--- config.mk ---
export PLATFORM = sky130hd
export DESIGN_NAME = fpc_ctl
export DESIGN_NICKNAME = d
export VERILOG_FILES = /design/src/rtl/fpc_pkg.sv /design/src/rtl/fpc_ctl.sv /design/src/rtl/fpc_bus_edges.sv /design/src/rtl/fpc_freq_mux.sv
export SDC_FILE = /design/constraint.sdc
export NUM_CORES = 1
export LEC_CHECK = 0
export BUFFER_PORTS_ARGS = -buffer_cell sky130_fd_sc_hd__clkbuf_2
export CAP_MARGIN = 20
export CORE_MARGIN = 4
export CORE_UTILIZATION = 45
export DETAILED_ROUTE_END_ITERATION = 8
export PLACE_DENSITY_LB_ADDON = 0.1
export SLEW_MARGIN = 0
export SYNTH_ARGS = -nofsm -noshare
export SYNTH_HDL_FRONTEND = slang
export SYNTH_SLANG_ARGS = --single-unit
--- constraint.sdc ---
create_clock -name core_clk -period 5.2 [get_ports core_clk]
set_input_delay 0.52 -clock core_clk [delete_from_list [all_inputs] [get_ports core_clk]]
set_output_delay 0.52 -clock core_clk [all_outputs]
set_load 0.01 [all_outputs]
--- src/rtl/fpc_pkg.sv ---
/*
  Shared constants and types for the CPU frequency program and recovery control.
  Assumes a single 50 MHz core clock and byte-wide management registers.
*/
package fpc_pkg;

  localparam int unsigned CLK_PERIOD_NS = 20;

  // Register indices, selected by the command byte of a bus write
  localparam logic [7:0] IDX_CTRL = 8'h00;
  localparam logic [7:0] IDX_REC_N = 8'h01;
  localparam logic [7:0] IDX_REC_SEL_M = 8'h02;
  localparam logic [7:0] IDX_SYN_N = 8'h03;
  localparam logic [7:0] IDX_PROG_SYN_M = 8'h04;
  localparam logic [7:0] IDX_RSVD_TAIL = 8'h05;
  localparam logic [7:0] IDX_STATUS = 8'h06;

  // Field positions
  localparam int unsigned CTRL_OVERRIDE_BIT = 5;
  localparam int unsigned CTRL_WD_RUN_BIT = 6;
  localparam int unsigned CTRL_WD_STATUS_BIT = 7;
  localparam int unsigned REC_SEL_BIT = 7;
  localparam int unsigned PROG_EN_BIT = 7;

  // Values after reset
  localparam logic [7:0] CTRL_RST = 8'h00;
  localparam logic [7:0] REC_N_RST = 8'h00;
  localparam logic [7:0] REC_SEL_M_RST = 8'h00;
  localparam logic [7:0] SYN_N_RST = 8'h00;
  localparam logic [7:0] PROG_SYN_M_RST = 8'h00;
  localparam logic [7:0] RSVD_TAIL_RST = 8'h03;

  localparam logic [3:0] BITS_PER_BYTE = 4'h8;

  typedef enum logic [2:0] {
    FPC_SRC_STRAP = 3'b000,
    FPC_SRC_SW_CODE = 3'b001,
    FPC_SRC_SYNTH = 3'b010,
    FPC_SRC_REC_STRAP = 3'b011,
    FPC_SRC_REC_NM = 3'b100
  } fpc_src_t;

  typedef struct packed {
    logic prog_en;
    logic [7:0] synth_n;
    logic [6:0] synth_m;
    logic rec_sel;
    logic [7:0] rec_n;
    logic [6:0] rec_m;
    logic override;
    logic [4:0] sw_code;
    logic [4:0] strap_code;
    logic rec_active;
  } fpc_ctl_t;

  typedef struct packed {
    fpc_src_t src;
    logic [7:0] n;
    logic [6:0] m;
    logic [4:0] ratio;
  } fpc_freq_t;

endpackage : fpc_pkg

--- src/rtl/fpc_ctl.sv ---
/*
  CPU frequency program and recovery control with its management bus slave.
  Assumes scl and sda are synchronous to core_clk; the watchdog counter lives outside
  and reports a one-cycle timeout pulse.

*/
`timescale 1ns/10ps
module fpc_ctl #(
  parameter logic [6:0] SLAVE_ADDR = 7'h2a
) (
  input wire logic core_clk,
  input wire logic rst_n,
  input wire logic scl_i,
  input wire logic sda_i,
  output logic sda_o,
  output logic sda_oe,
  input wire logic [4:0] strap_ratio_code,
  input wire logic wd_timeout,
  output logic watchdog_run_enable,
  output logic wd_count_start,
  output logic freq_load,
  output fpc_pkg::fpc_freq_t freq_out
);
  import fpc_pkg::*;

  if (SLAVE_ADDR > 7'h77 || SLAVE_ADDR < 7'h08) begin : g_addr_check
    $error("SLAVE_ADDR falls in a reserved bus address range");
  end

  typedef enum logic [3:0] {
    ST_IDLE = 4'b0000,
    ST_ADDR = 4'b0001,
    ST_ACK_A = 4'b0010,
    ST_CMD = 4'b0011,
    ST_ACK_C = 4'b0100,
    ST_WDATA = 4'b0101,
    ST_ACK_W = 4'b0110,
    ST_RDATA = 4'b0111,
    ST_RACK = 4'b1000
  } fpc_bus_st_t;

  logic scl_rise, scl_fall, start_det, stop_det, sda_now;

  fpc_bus_edges u_edges (
    .core_clk(core_clk),
    .rst_n(rst_n),
    .scl_i(scl_i),
    .sda_i(sda_i),
    .scl_rise(scl_rise),
    .scl_fall(scl_fall),
    .start_det(start_det),
    .stop_det(stop_det),
    .sda_now(sda_now)
  );

  // Bus engine state
  fpc_bus_st_t st_r, st_nxt;
  logic [3:0] cnt_r, cnt_nxt;
  logic [7:0] shreg_r, shreg_nxt;
  logic [7:0] idx_r, idx_nxt;
  logic sda_oe_r, sda_oe_nxt;
  logic nack_r, nack_nxt;
  logic wr_en;
  logic [7:0] rd_data;

  // Register state
  logic [7:0] ctrl_r, ctrl_nxt;
  logic [7:0] rec_n_r, rec_n_nxt;
  logic [7:0] rec_sel_m_r, rec_sel_m_nxt;
  logic [7:0] syn_n_r, syn_n_nxt;
  logic [7:0] prog_syn_m_r, prog_syn_m_nxt;
  logic [7:0] rsvd_r, rsvd_nxt;
  logic [7:0] syn_n_act_r, syn_n_act_nxt;
  logic [4:0] strap_r, strap_nxt;
  logic strap_taken_r, strap_taken_nxt;
  logic rec_active_r, rec_active_nxt;
  logic load_r, load_nxt;
  logic wd_start_r, wd_start_nxt, sda_lvl_r;
  fpc_freq_t freq_r, freq_nxt;
  fpc_ctl_t ctl;

  always_comb begin
    unique case (idx_r)
      IDX_CTRL: rd_data = ctrl_r;
      IDX_REC_N: rd_data = rec_n_r;
      IDX_REC_SEL_M: rd_data = rec_sel_m_r;
      IDX_SYN_N: rd_data = syn_n_r;
      IDX_PROG_SYN_M: rd_data = prog_syn_m_r;
      IDX_RSVD_TAIL: rd_data = rsvd_r;
      IDX_STATUS: rd_data = {strap_r, freq_r.src};
      default: rd_data = 8'h00;
    endcase
  end

  always_comb begin
    st_nxt = st_r;
    cnt_nxt = cnt_r;
    shreg_nxt = shreg_r;
    idx_nxt = idx_r;
    sda_oe_nxt = sda_oe_r;
    nack_nxt = nack_r;
    wr_en = 1'b0;
    if (stop_det) begin
      st_nxt = ST_IDLE;
      sda_oe_nxt = 1'b0;
    end else if (start_det) begin
      // Repeated start re-enters address phase and keeps the index
      st_nxt = ST_ADDR;
      cnt_nxt = 4'h0;
      sda_oe_nxt = 1'b0;
    end else begin
      unique case (st_r)
        ST_IDLE: sda_oe_nxt = 1'b0;
        ST_ADDR, ST_CMD, ST_WDATA: begin
          if (scl_rise) begin
            shreg_nxt = {shreg_r[6:0], sda_now};
            cnt_nxt = cnt_r + 4'h1;
          end else if (scl_fall && cnt_r == BITS_PER_BYTE) begin
            cnt_nxt = 4'h0;
            if (st_r == ST_ADDR) begin
              sda_oe_nxt = (shreg_r[7:1] == SLAVE_ADDR);
              st_nxt = (shreg_r[7:1] == SLAVE_ADDR) ? ST_ACK_A : ST_IDLE;
            end else begin
              sda_oe_nxt = 1'b1;
              st_nxt = (st_r == ST_CMD) ? ST_ACK_C : ST_ACK_W;
              if (st_r == ST_CMD) begin
                idx_nxt = shreg_r;
              end
            end
          end
        end
        ST_ACK_A: begin
          if (scl_fall) begin
            if (shreg_r[0]) begin
              shreg_nxt = rd_data;
              sda_oe_nxt = ~rd_data[7];
              st_nxt = ST_RDATA;
            end else begin
              sda_oe_nxt = 1'b0;
              st_nxt = ST_CMD;
            end
          end
        end
        ST_ACK_C: begin
          if (scl_fall) begin
            sda_oe_nxt = 1'b0;
            st_nxt = ST_WDATA;
          end
        end
        ST_ACK_W: begin
          // Commit only once the acknowledge bit has been clocked out
          if (scl_fall) begin
            wr_en = 1'b1;
            idx_nxt = idx_r + 8'h01;
            sda_oe_nxt = 1'b0;
            st_nxt = ST_WDATA;
          end
        end
        ST_RDATA: begin
          if (scl_rise) begin
            cnt_nxt = cnt_r + 4'h1;
          end else if (scl_fall) begin
            if (cnt_r == BITS_PER_BYTE) begin
              sda_oe_nxt = 1'b0;
              cnt_nxt = 4'h0;
              st_nxt = ST_RACK;
            end else begin
              shreg_nxt = {shreg_r[6:0], 1'b0};
              sda_oe_nxt = ~shreg_r[6];
            end
          end
        end
        ST_RACK: begin
          if (scl_rise) begin
            nack_nxt = sda_now;
          end else if (scl_fall) begin
            if (nack_r) begin
              st_nxt = ST_IDLE;
            end else begin
              idx_nxt = idx_r + 8'h01;
              shreg_nxt = rd_data;
              sda_oe_nxt = ~rd_data[7];
              st_nxt = ST_RDATA;
            end
          end
        end
        default: begin
          st_nxt = ST_IDLE;
          sda_oe_nxt = 1'b0;
        end
      endcase
    end
  end

  always_ff @(posedge core_clk or negedge rst_n) begin
    if (!rst_n) begin
      st_r <= ST_IDLE;
      cnt_r <= 4'h0;
      shreg_r <= 8'h00;
      idx_r <= 8'h00;
      sda_oe_r <= 1'b0;
      nack_r <= 1'b1;
    end else begin
      st_r <= st_nxt;
      cnt_r <= cnt_nxt;
      shreg_r <= shreg_nxt;
      idx_r <= idx_nxt;
      sda_oe_r <= sda_oe_nxt;
      nack_r <= nack_nxt;
    end
  end

  // Register file and frequency control
  always_comb begin
    ctrl_nxt = ctrl_r;
    rec_n_nxt = rec_n_r;
    rec_sel_m_nxt = rec_sel_m_r;
    syn_n_nxt = syn_n_r;
    prog_syn_m_nxt = prog_syn_m_r;
    rsvd_nxt = rsvd_r;
    syn_n_act_nxt = syn_n_act_r;
    rec_active_nxt = rec_active_r;
    load_nxt = 1'b0;
    // Strap level is caught on the first edge after reset release
    strap_nxt = strap_taken_r ? strap_r : strap_ratio_code;
    strap_taken_nxt = 1'b1;
    if (wr_en) begin
      unique case (idx_r)
        IDX_CTRL: begin
          ctrl_nxt[CTRL_WD_RUN_BIT:0] = shreg_r[CTRL_WD_RUN_BIT:0];
          if (shreg_r[CTRL_WD_STATUS_BIT]) begin
            ctrl_nxt[CTRL_WD_STATUS_BIT] = 1'b0;
          end
        end
        IDX_REC_N: begin
          rec_n_nxt = shreg_r;
          load_nxt = 1'b1;
        end
        IDX_REC_SEL_M: begin
          rec_sel_m_nxt = shreg_r;
          load_nxt = 1'b1;
        end
        IDX_SYN_N: syn_n_nxt = shreg_r;
        IDX_PROG_SYN_M: begin
          // N only becomes live together with M; leaving recovery needs this write
          prog_syn_m_nxt = shreg_r;
          syn_n_act_nxt = syn_n_r;
          rec_active_nxt = 1'b0;
          load_nxt = 1'b1;
        end
        IDX_RSVD_TAIL: rsvd_nxt = shreg_r;
        default: begin
        end
      endcase
    end
    // Timeout after the clear so a same-cycle event still marks the status
    if (wd_timeout) begin
      ctrl_nxt[CTRL_WD_STATUS_BIT] = 1'b1;
      rec_active_nxt = 1'b1;
      load_nxt = 1'b1;
    end
  end

  assign ctl = '{
    prog_en: prog_syn_m_r[PROG_EN_BIT],
    synth_n: syn_n_act_r,
    synth_m: prog_syn_m_r[6:0],
    rec_sel: rec_sel_m_r[REC_SEL_BIT],
    rec_n: rec_n_r,
    rec_m: rec_sel_m_r[6:0],
    override: ctrl_r[CTRL_OVERRIDE_BIT],
    sw_code: ctrl_r[4:0],
    strap_code: strap_r,
    rec_active: rec_active_r
  };

  fpc_freq_mux u_mux (
    .ctl(ctl),
    .freq(freq_nxt)
  );

  // Watchdog restarts on every freq_load pulse, but only while enabled
  assign wd_start_nxt = load_nxt & ctrl_nxt[CTRL_WD_RUN_BIT];

  always_ff @(posedge core_clk or negedge rst_n) begin
    if (!rst_n) begin
      ctrl_r <= CTRL_RST;
      rec_n_r <= REC_N_RST;
      rec_sel_m_r <= REC_SEL_M_RST;
      syn_n_r <= SYN_N_RST;
      prog_syn_m_r <= PROG_SYN_M_RST;
      rsvd_r <= RSVD_TAIL_RST;
      syn_n_act_r <= SYN_N_RST;
      strap_r <= 5'h00;
      strap_taken_r <= 1'b0;
      rec_active_r <= 1'b0;
      load_r <= 1'b0;
      wd_start_r <= 1'b0;
      sda_lvl_r <= 1'b0;
      freq_r <= '{src: FPC_SRC_STRAP, n: 8'h00, m: 7'h00, ratio: 5'h00};
    end else begin
      ctrl_r <= ctrl_nxt;
      rec_n_r <= rec_n_nxt;
      rec_sel_m_r <= rec_sel_m_nxt;
      syn_n_r <= syn_n_nxt;
      prog_syn_m_r <= prog_syn_m_nxt;
      rsvd_r <= rsvd_nxt;
      syn_n_act_r <= syn_n_act_nxt;
      strap_r <= strap_nxt;
      strap_taken_r <= strap_taken_nxt;
      rec_active_r <= rec_active_nxt;
      load_r <= load_nxt;
      wd_start_r <= wd_start_nxt;
      // Open drain: the pin value never leaves low, only the enable moves
      sda_lvl_r <= 1'b0;
      freq_r <= freq_nxt;
    end
  end

  assign sda_o = sda_lvl_r;
  assign sda_oe = sda_oe_r;
  assign watchdog_run_enable = ctrl_r[CTRL_WD_RUN_BIT];
  assign wd_count_start = wd_start_r;
  assign freq_load = load_r;
  assign freq_out = freq_r;

endmodule : fpc_ctl

--- src/rtl/fpc_bus_edges.sv ---
/*
  Edge and condition detector for the management bus clock and data lines.
  Assumes both lines are already synchronous to core_clk.
*/
`timescale 1ns/10ps
module fpc_bus_edges (
  input wire logic core_clk,
  input wire logic rst_n,
  input wire logic scl_i,
  input wire logic sda_i,
  output logic scl_rise,
  output logic scl_fall,
  output logic start_det,
  output logic stop_det,
  output logic sda_now
);
  import fpc_pkg::*;

  logic [1:0] scl_r, scl_nxt;
  logic [1:0] sda_r, sda_nxt;

  always_comb begin
    scl_nxt = {scl_r[0], scl_i};
    sda_nxt = {sda_r[0], sda_i};
  end

  always_ff @(posedge core_clk or negedge rst_n) begin
    if (!rst_n) begin
      scl_r <= 2'h3;
      sda_r <= 2'h3;
    end else begin
      scl_r <= scl_nxt;
      sda_r <= sda_nxt;
    end
  end

  assign scl_rise = scl_r[0] & ~scl_r[1];
  assign scl_fall = ~scl_r[0] & scl_r[1];
  // Data moving while the clock stays high marks a frame boundary
  assign start_det = scl_r[0] & scl_r[1] & sda_r[1] & ~sda_r[0];
  assign stop_det = scl_r[0] & scl_r[1] & ~sda_r[1] & sda_r[0];
  assign sda_now = sda_r[0];

endmodule : fpc_bus_edges

--- src/rtl/fpc_freq_mux.sv ---
/*
  Chooses the CPU frequency source, divider pair and output ratio code.
  Assumes the caller registers the result before it leaves the block.
*/
`timescale 1ns/10ps
module fpc_freq_mux (
  input fpc_pkg::fpc_ctl_t ctl,
  output fpc_pkg::fpc_freq_t freq
);
  import fpc_pkg::*;

  logic [4:0] ratio;

  always_comb begin
    ratio = ctl.override ? ctl.sw_code : ctl.strap_code;
    freq.ratio = ratio;
    freq.n = 8'h00;
    freq.m = 7'h00;
    if (ctl.rec_active) begin
      // Recovery wins over program and override source choice until a write to IDX_PROG_SYN_M
      if (ctl.rec_sel) begin
        freq.src = FPC_SRC_REC_NM;
        freq.n = ctl.rec_n;
        freq.m = ctl.rec_m;
      end else begin
        freq.src = FPC_SRC_REC_STRAP;
        freq.ratio = ctl.strap_code;
      end
    end else if (ctl.prog_en) begin
      freq.src = FPC_SRC_SYNTH;
      freq.n = ctl.synth_n;
      freq.m = ctl.synth_m;
    end else begin
      freq.src = ctl.override ? FPC_SRC_SW_CODE : FPC_SRC_STRAP;
    end
  end

endmodule : fpc_freq_mux

==> results.sh, run 1 <==
export IMPL_cts_root_buf="clkbuf_16"
export IMPL_status="finished clean"
export IMPL_yosys_warnings=0
export IMPL_cts_resized=0
export IMPL_cts_clk_slew_worst_paths_ns=0.05
export IMPL_n_antenna_cell=0
export IMPL_gp_congestion=0.936
export IMPL_dp_hpwl_mm=9.92
export IMPL_yosys_area_top_type="dfrtp_1"
export IMPL_leakagePower_nw=3.11
export IMPL_setup_viol=0
export IMPL_nNetsFinal=572
export IMPL_synth_seq_area_share_pct=49.1
export IMPL_fmax_mhz=325
export IMPL_worstSetupEndpointType="flop"
export IMPL_cp_arrival_ns=3.37
export IMPL_yosysMostFrequentCell="dfrtp_1"
export IMPL_fp_dieH_um=124
export IMPL_hold_viol_final=0
export IMPL_drv_cap=0
export IMPL_vias=4290
export IMPL_skew_ns=0.00611
export IMPL_post_route_drc_count=0
export IMPL_cts_setup_buffers=0
export IMPL_die_w_um=124
export IMPL_worst_slack_ns=2.12
export IMPL_worstPathRequired_ns=5.50
export IMPL_syn2layout_area_growth_pct=15.0
export IMPL_synth_net_count=550
export IMPL_dpl_cell_area_um2=6250
export IMPL_cts_tree="built"
export IMPL_drive_gt1_share_pct=30.6
export IMPL_clkLatencyLatePin_ns=0.42
export IMPL_relSlewSlack_pct=28.7
export IMPL_final_cell_area_um2=6930
export IMPL_antenna_found_initial=0
export IMPL_yosys_top_cells_count="111 x dfrtp_1, 66 x mux2_2, 34 x nand2_1"
export IMPL_p_per_area_nw_per_um2=471
export IMPL_grt_pass1_wl_mm=24.2
export IMPL_ctsHoldBuffers=0
export IMPL_routedWlPerCell_um=20.0
export IMPL_synth_seq_cells=118
export IMPL_drv_slew=0
export IMPL_synth_area_leaders="dfrtp_1 46%, mux2_2 12%, dfstp_2 3.1%, a22o_1 2.3%, mux2_4 2.2%"
export IMPL_syn_area_um2=6030
export IMPL_netlist_area_leader_share_pct=46.1
export IMPL_rsz0062_at_grt="no"
export IMPL_synth_flop_cell="dfrtp_1"
export IMPL_die_area_um2=15300
export IMPL_place_ws_ns=2.15
export IMPL_num_rows=42
export IMPL_drt_iter0_drc=307
export IMPL_worstMarginPinSlew_ns=1.07
export IMPL_cts_sinks=118
export IMPL_grt_max_degree=79
export IMPL_initial_utilization_pct=45.7
export IMPL_synth_edf_count=0
export IMPL_fin_crit_ns=3.08
export IMPL_htree_levels=4
export IMPL_grt_pass1_vias=4302
export IMPL_final_antenna_net_count=0
export IMPL_tns_ns=0
export IMPL_portBuffers=36
export IMPL_track_usage_pct=21.1
export IMPL_max_clock_path_buffers=2
export IMPL_ys_async_sr_fraction_pct=100
export IMPL_cts_made_buffers=17
export IMPL_crit_path_top_delay_cell="and4_1"
export IMPL_path_class="reg -> reg"
export IMPL_total_power_mw=3.27
export IMPL_ir_drop_mv=0.263
export IMPL_timing_hold_ws_ns=0.0547
export IMPL_drt_first_pass_iters=7
export IMPL_avgViaCountPerCell=5.78
export IMPL_yosys_cell_types_count=76
export IMPL_syn_inst=531
export IMPL_syn_area_per_cell_um2=11.4
export IMPL_crit_fanout=23
export IMPL_startpoint_type="flop"
export IMPL_hp_class="in -> async"
export IMPL_slowest_delay_ns=1.01
export IMPL_fin_crit_sh_pct=59.2
export IMPL_overflow=0
export IMPL_wl_mm=14.8
export IMPL_io_pin_count=38
export IMPL_path_cells="nand3b_1 -> a211oi_4 -> and4_1 -> mux2_2"
export IMPL_core_area_um2=13200
[sequential cells by signal, summed over array words and instances (netlist names), 2 cells and up]
signal / cells
cnt_r: 4
prog_syn_m_r: 8
u_edges.scl_r: 2
idx_r: 8
shreg_r: 8
st_r: 4
ctrl_r: 8
syn_n_r: 8
strap_r: 5
rec_n_r: 8
rec_sel_m_r: 8
freq_out: 23
u_edges.sda_r: 2
syn_n_act_r: 8
rsvd_r: 8
[cells in the final DEF, fill, tap and decap left out, drive strengths merged, types with 3 or more instances in the layout]
| master | instances |
|---|---|
| o311ai | 3 |
| a21boi | 4 |
| dfstp | 7 |
| nand3b | 8 |
| nand2 | 34 |
| and2 | 5 |
| a221oi | 4 |
| a31oi | 6 |
| o21ai | 19 |
| nand4 | 6 |
| clkbuf | 56 |
| nand3 | 16 |
| o22a | 5 |
| nor2b | 8 |
| clkinvlp | 3 |
| a22oi | 10 |
| mux2i | 5 |
| mux2 | 75 |
| inv | 15 |
| o22ai | 5 |
| clkinv | 3 |
| bufinv | 4 |
| a22o | 16 |
| dfrtp | 111 |
| nor2 | 26 |
| a222oi | 7 |
| a211oi | 7 |
| and3 | 5 |
| nor3 | 3 |
| nand2b | 10 |
| a21oi | 26 |
| o211ai | 4 |
| nor3b | 3 |
| ha | 9 |
| buf | 7 |
[final timing paths]
| kind | start | end | slack (ns) | cells past startpoint |
|---|---|---|---|---|
| min reg2reg | u_edges.scl_r[0]$_DFF_PN1_ | u_edges.scl_r[1]$_DFF_PN1_ | 0.39 | 0 |
| min in group core_clk | sda_i | u_edges.sda_r[0]$_DFF_PN1_ | 0.19 | 1 |
| max in group asynchronous | rst_n | rsvd_r[1]$_DFFE_PN1P_ | 4.23 | 2 |
| max reg2reg | st_r[3]$_DFFE_PN0P_ | syn_n_act_r[0]$_DFFE_PN0P_ | 2.12 | 4 |
| max | st_r[3]$_DFFE_PN0P_ | syn_n_act_r[0]$_DFFE_PN0P_ | 2.12 | 4 |
| min | rst_n | rec_sel_m_r[0]$_DFFE_PN0P_ | 0.05 | 1 |
[worst max-delay path: cells and delay by family (launching register included)]
kind             cells  cell delay, ns
flip-flops           1            0.61
multiplexers         1            0.43
AND/OR/NAND/NOR      2            1.39
AO/OA/AOI/OAI        1            0.53
[kinds of logic (layout without fill, tap and decap cells)]
family / after synthesis / count (layout) / synth area share, %
simple gates: 139 / 139 / 13.2
compound gates: 128 / 128 / 15.4
flops: 118 / 118 / 49.1
mux: 80 / 80 / 15.4
buf+inv: 53 / 88 / 4.42
fa+ha+maj: 9 / 9 / 1.87
other cells: 2 / 2 / 0.125
xor+xnor: 2 / 2 / 0.415
[final cells by class]
class	instances	area [um^2]
flip-flops and latches	118	2960
repair buffers	42	248
inverters	14	52.6
clock inverters	11	170
clock buffers	21	480
fillers	1193	6260
multi-input cells	360	2800
well taps	176	220
[routing by layer]
| layer | up-vias | wire, um | part of all wire (%) | track usage (%) |
|---|---|---|---|---|
| met5 | - | 0 | 0 | 0 |
| met4 | 0 | 357 | 2.4 | 9.00 |
| met3 | 25 | 535 | 3.6 | 4.59 |
| met2 | 96 | 6990 | 47 | 32.0 |
| met1 | 2170 | 6960 | 47 | 29.3 |
| li1 | 1999 | - | - | - |
[per-stage QoR]
stage,util (%),instances
floorplan,-,531
global placement,47.4,708
detailed placement,47.4,708
CTS,52.3,740
global route,52.6,742
finish,52.6,742
[report_power, final]
part	leakage (nW)	internal [mW]	switching [mW]
sequential	1.55	1.01	0.203
clock	0.312	0.852	0.416
combinational	1.25	0.319	0.465
total	3.11	2.18	1.08
Power figures use the tool's default switching activity.
==> inputs of run 2 (changes only) <==
Clock period 5.2 ns to 2.9 ns, I/O delays scaled along.
==> run 2 against run 1 <==
Effect of this change: first-iteration DRC count grew 23%; fmax grew 24%; via count grew 2.7%; routed wire length grew 1.6%; critical endpoint is now shreg_r[2]$_DFFE_PN0P_.
==> results.sh, run 2 (synthesis gave the netlist of run 1 again) <==
export IMPL_timing_rr_start="idx_r[0]$_DFFE_PN0P_"
export IMPL_status="finished clean"
export IMPL_fin_crit_sh_pct=85.9
export IMPL_layoutNonFillerInstCount=755
export IMPL_cp_arrival_ns=2.79
export IMPL_ctsHoldBuffers=3
export IMPL_ir_drop_mv=0.567
export IMPL_tns_ns=0
export IMPL_n_antenna_cell=0
export IMPL_worstMarginPinSlew_ns=0.901
export IMPL_die_w_um=124
export IMPL_die_area_um2=15300
export IMPL_worstRegToRegCells=6
export IMPL_layout_commonest_cell="dfrtp_1"
export IMPL_avgViaCountPerCell=5.83
export IMPL_hp_class="in -> reg"
export IMPL_grt_max_degree=65
export IMPL_startpoint_type="flop"
export IMPL_drt_first_pass_iters=7
export IMPL_relSlewSlack_pct=39.9
export IMPL_cts_setup_buffers=0
export IMPL_cts_tree="built"
export IMPL_grt_pass1_vias=4350
export IMPL_crit_fanout=20
export IMPL_place_inst=719
export IMPL_cts_resized=0
export IMPL_io_pin_count=38
export IMPL_vias=4405
export IMPL_fp_dieH_um=124
export IMPL_antenna_found_initial=0
export IMPL_p_per_area_nw_per_um2=849
export IMPL_grt_pass1_wl_mm=24.6
export IMPL_n_fill_cell=1147
export IMPL_rr_endpoint="shreg_r[2]$_DFFE_PN0P_"
export IMPL_portBuffers=36
export IMPL_cts_made_buffers=17
export IMPL_r2r_slack_ns=0.41
export IMPL_leakagePower_nw=3.17
export IMPL_skew_ns=0.00724
export IMPL_cts_root_buf="clkbuf_16"
export IMPL_post_route_drc_count=0
export IMPL_clkLatencyLatePin_ns=0.42
export IMPL_wl_mm=15.1
export IMPL_core_area_um2=13200
export IMPL_largest_register_ffs=23
export IMPL_track_usage_pct=21.5
export IMPL_worstPathRequired_ns=3.20
export IMPL_fin_crit_ns=2.49
export IMPL_max_clock_path_buffers=2
export IMPL_cts_sinks=118
export IMPL_overflow=0
export IMPL_final_antenna_net_count=0
export IMPL_syn2layout_area_growth_pct=16.5
export IMPL_initial_utilization_pct=45.7
export IMPL_rsz0062_at_grt="no"
export IMPL_routedWlPerCell_um=20.0
export IMPL_startpoint="idx_r[0]$_DFFE_PN0P_"
export IMPL_cp_endpoint="shreg_r[2]$_DFFE_PN0P_"
export IMPL_drv_cap=0
export IMPL_drive_gt1_share_pct=31.3
export IMPL_path_class="reg -> reg"
export IMPL_drt_iter0_drc=377
export IMPL_dp_hpwl_mm=10.0
export IMPL_worstSetupEndpointType="flop"
export IMPL_drv_slew=0
export IMPL_hold_viol_final=0
export IMPL_setup_viol=0
export IMPL_htree_levels=4
export IMPL_fmax_mhz=401
export IMPL_layout_common_cells="111 x dfrtp_1, 66 x mux2_2, 35 x clkbuf_2"
export IMPL_nNetsFinal=585
export IMPL_gp_congestion=0.871
export IMPL_num_rows=42
export IMPL_cts_clk_slew_worst_paths_ns=0.06
[run 2: cell count changes in the layout (fill, tap and decap cells not counted), sizes merged]
cell	previous run	this run
dlygate4sd3	0	3
bufinv	4	5
clkinvlp	3	2
buf	7	17
[run 2: per-layer routing]
layer  GRT usage [%]  up-vias  wire length, um
li1                -     2041                -
met2            33.9      115             7170
met5               0        -                0
met1            29.5     2235             7040
met3            5.27       14              700
met4            6.64        0              174
[run 2: final cells by class]
cell class / instances / area [um^2] / share of cell area [%]
Sequential cell: 118 / 2960 / 42.2
Multi-Input combinational cell: 360 / 2800 / 39.9
Clock inverter: 11 / 196 / 2.80
Tap cell: 176 / 220 / 3.14
Timing Repair Buffer: 55 / 333 / 4.74
Clock buffer: 21 / 460 / 6.56
Inverter: 14 / 52.6 / 0.748
[run 2: how the worst min path moves through the flow]
stage,start,to,slack [ns],depth (start not counted)
detailed placement,u_edges.scl_r[0]$_DFF_PN1_,u_edges.scl_r[1]$_DFF_PN1_,0.38,0
floorplan,rst_n,cnt_r[0]$_DFFE_PN0P_,-0.006,0
global route,strap_ratio_code[1],strap_r[1]$_DFFE_PN0N_,0.09,2
finish,strap_ratio_code[4],strap_r[4]$_DFFE_PN0N_,0.1,2
global placement,sda_i,u_edges.sda_r[0]$_DFF_PN1_,0.38,1
CTS,strap_ratio_code[4],strap_r[4]$_DFFE_PN0N_,0.08,2
[run 2: per-stage QoR]
step	hold WS, ns	setup slack, ns	util, %	instance area, um^2	power (mW)
floorplan	-0.00559	0.686	-	6030	3.21
global placement	0.380	0.414	48.0	6330	3.61
detailed placement	0.384	0.405	48.0	6330	3.63
CTS	0.0838	0.387	53.2	7020	6.00
global route	0.0937	0.243	53.3	7020	6.28
finish	0.0973	0.408	53.3	7020	5.97
[run 2: worst max-delay path: stages, from the launching register on]
cell	delay [ns]
dfrtp_1	0.44
inv_1	0.10
ha_1	0.52
or4_1	0.64
nand3_1	0.23
o21ai_0	0.15
mux2_2	0.28
[run 2: power breakdown]
group          internal [mW]  switching (mW)
Clock                   1.57           0.752
Sequential              1.82           0.374
Combinational          0.602           0.849
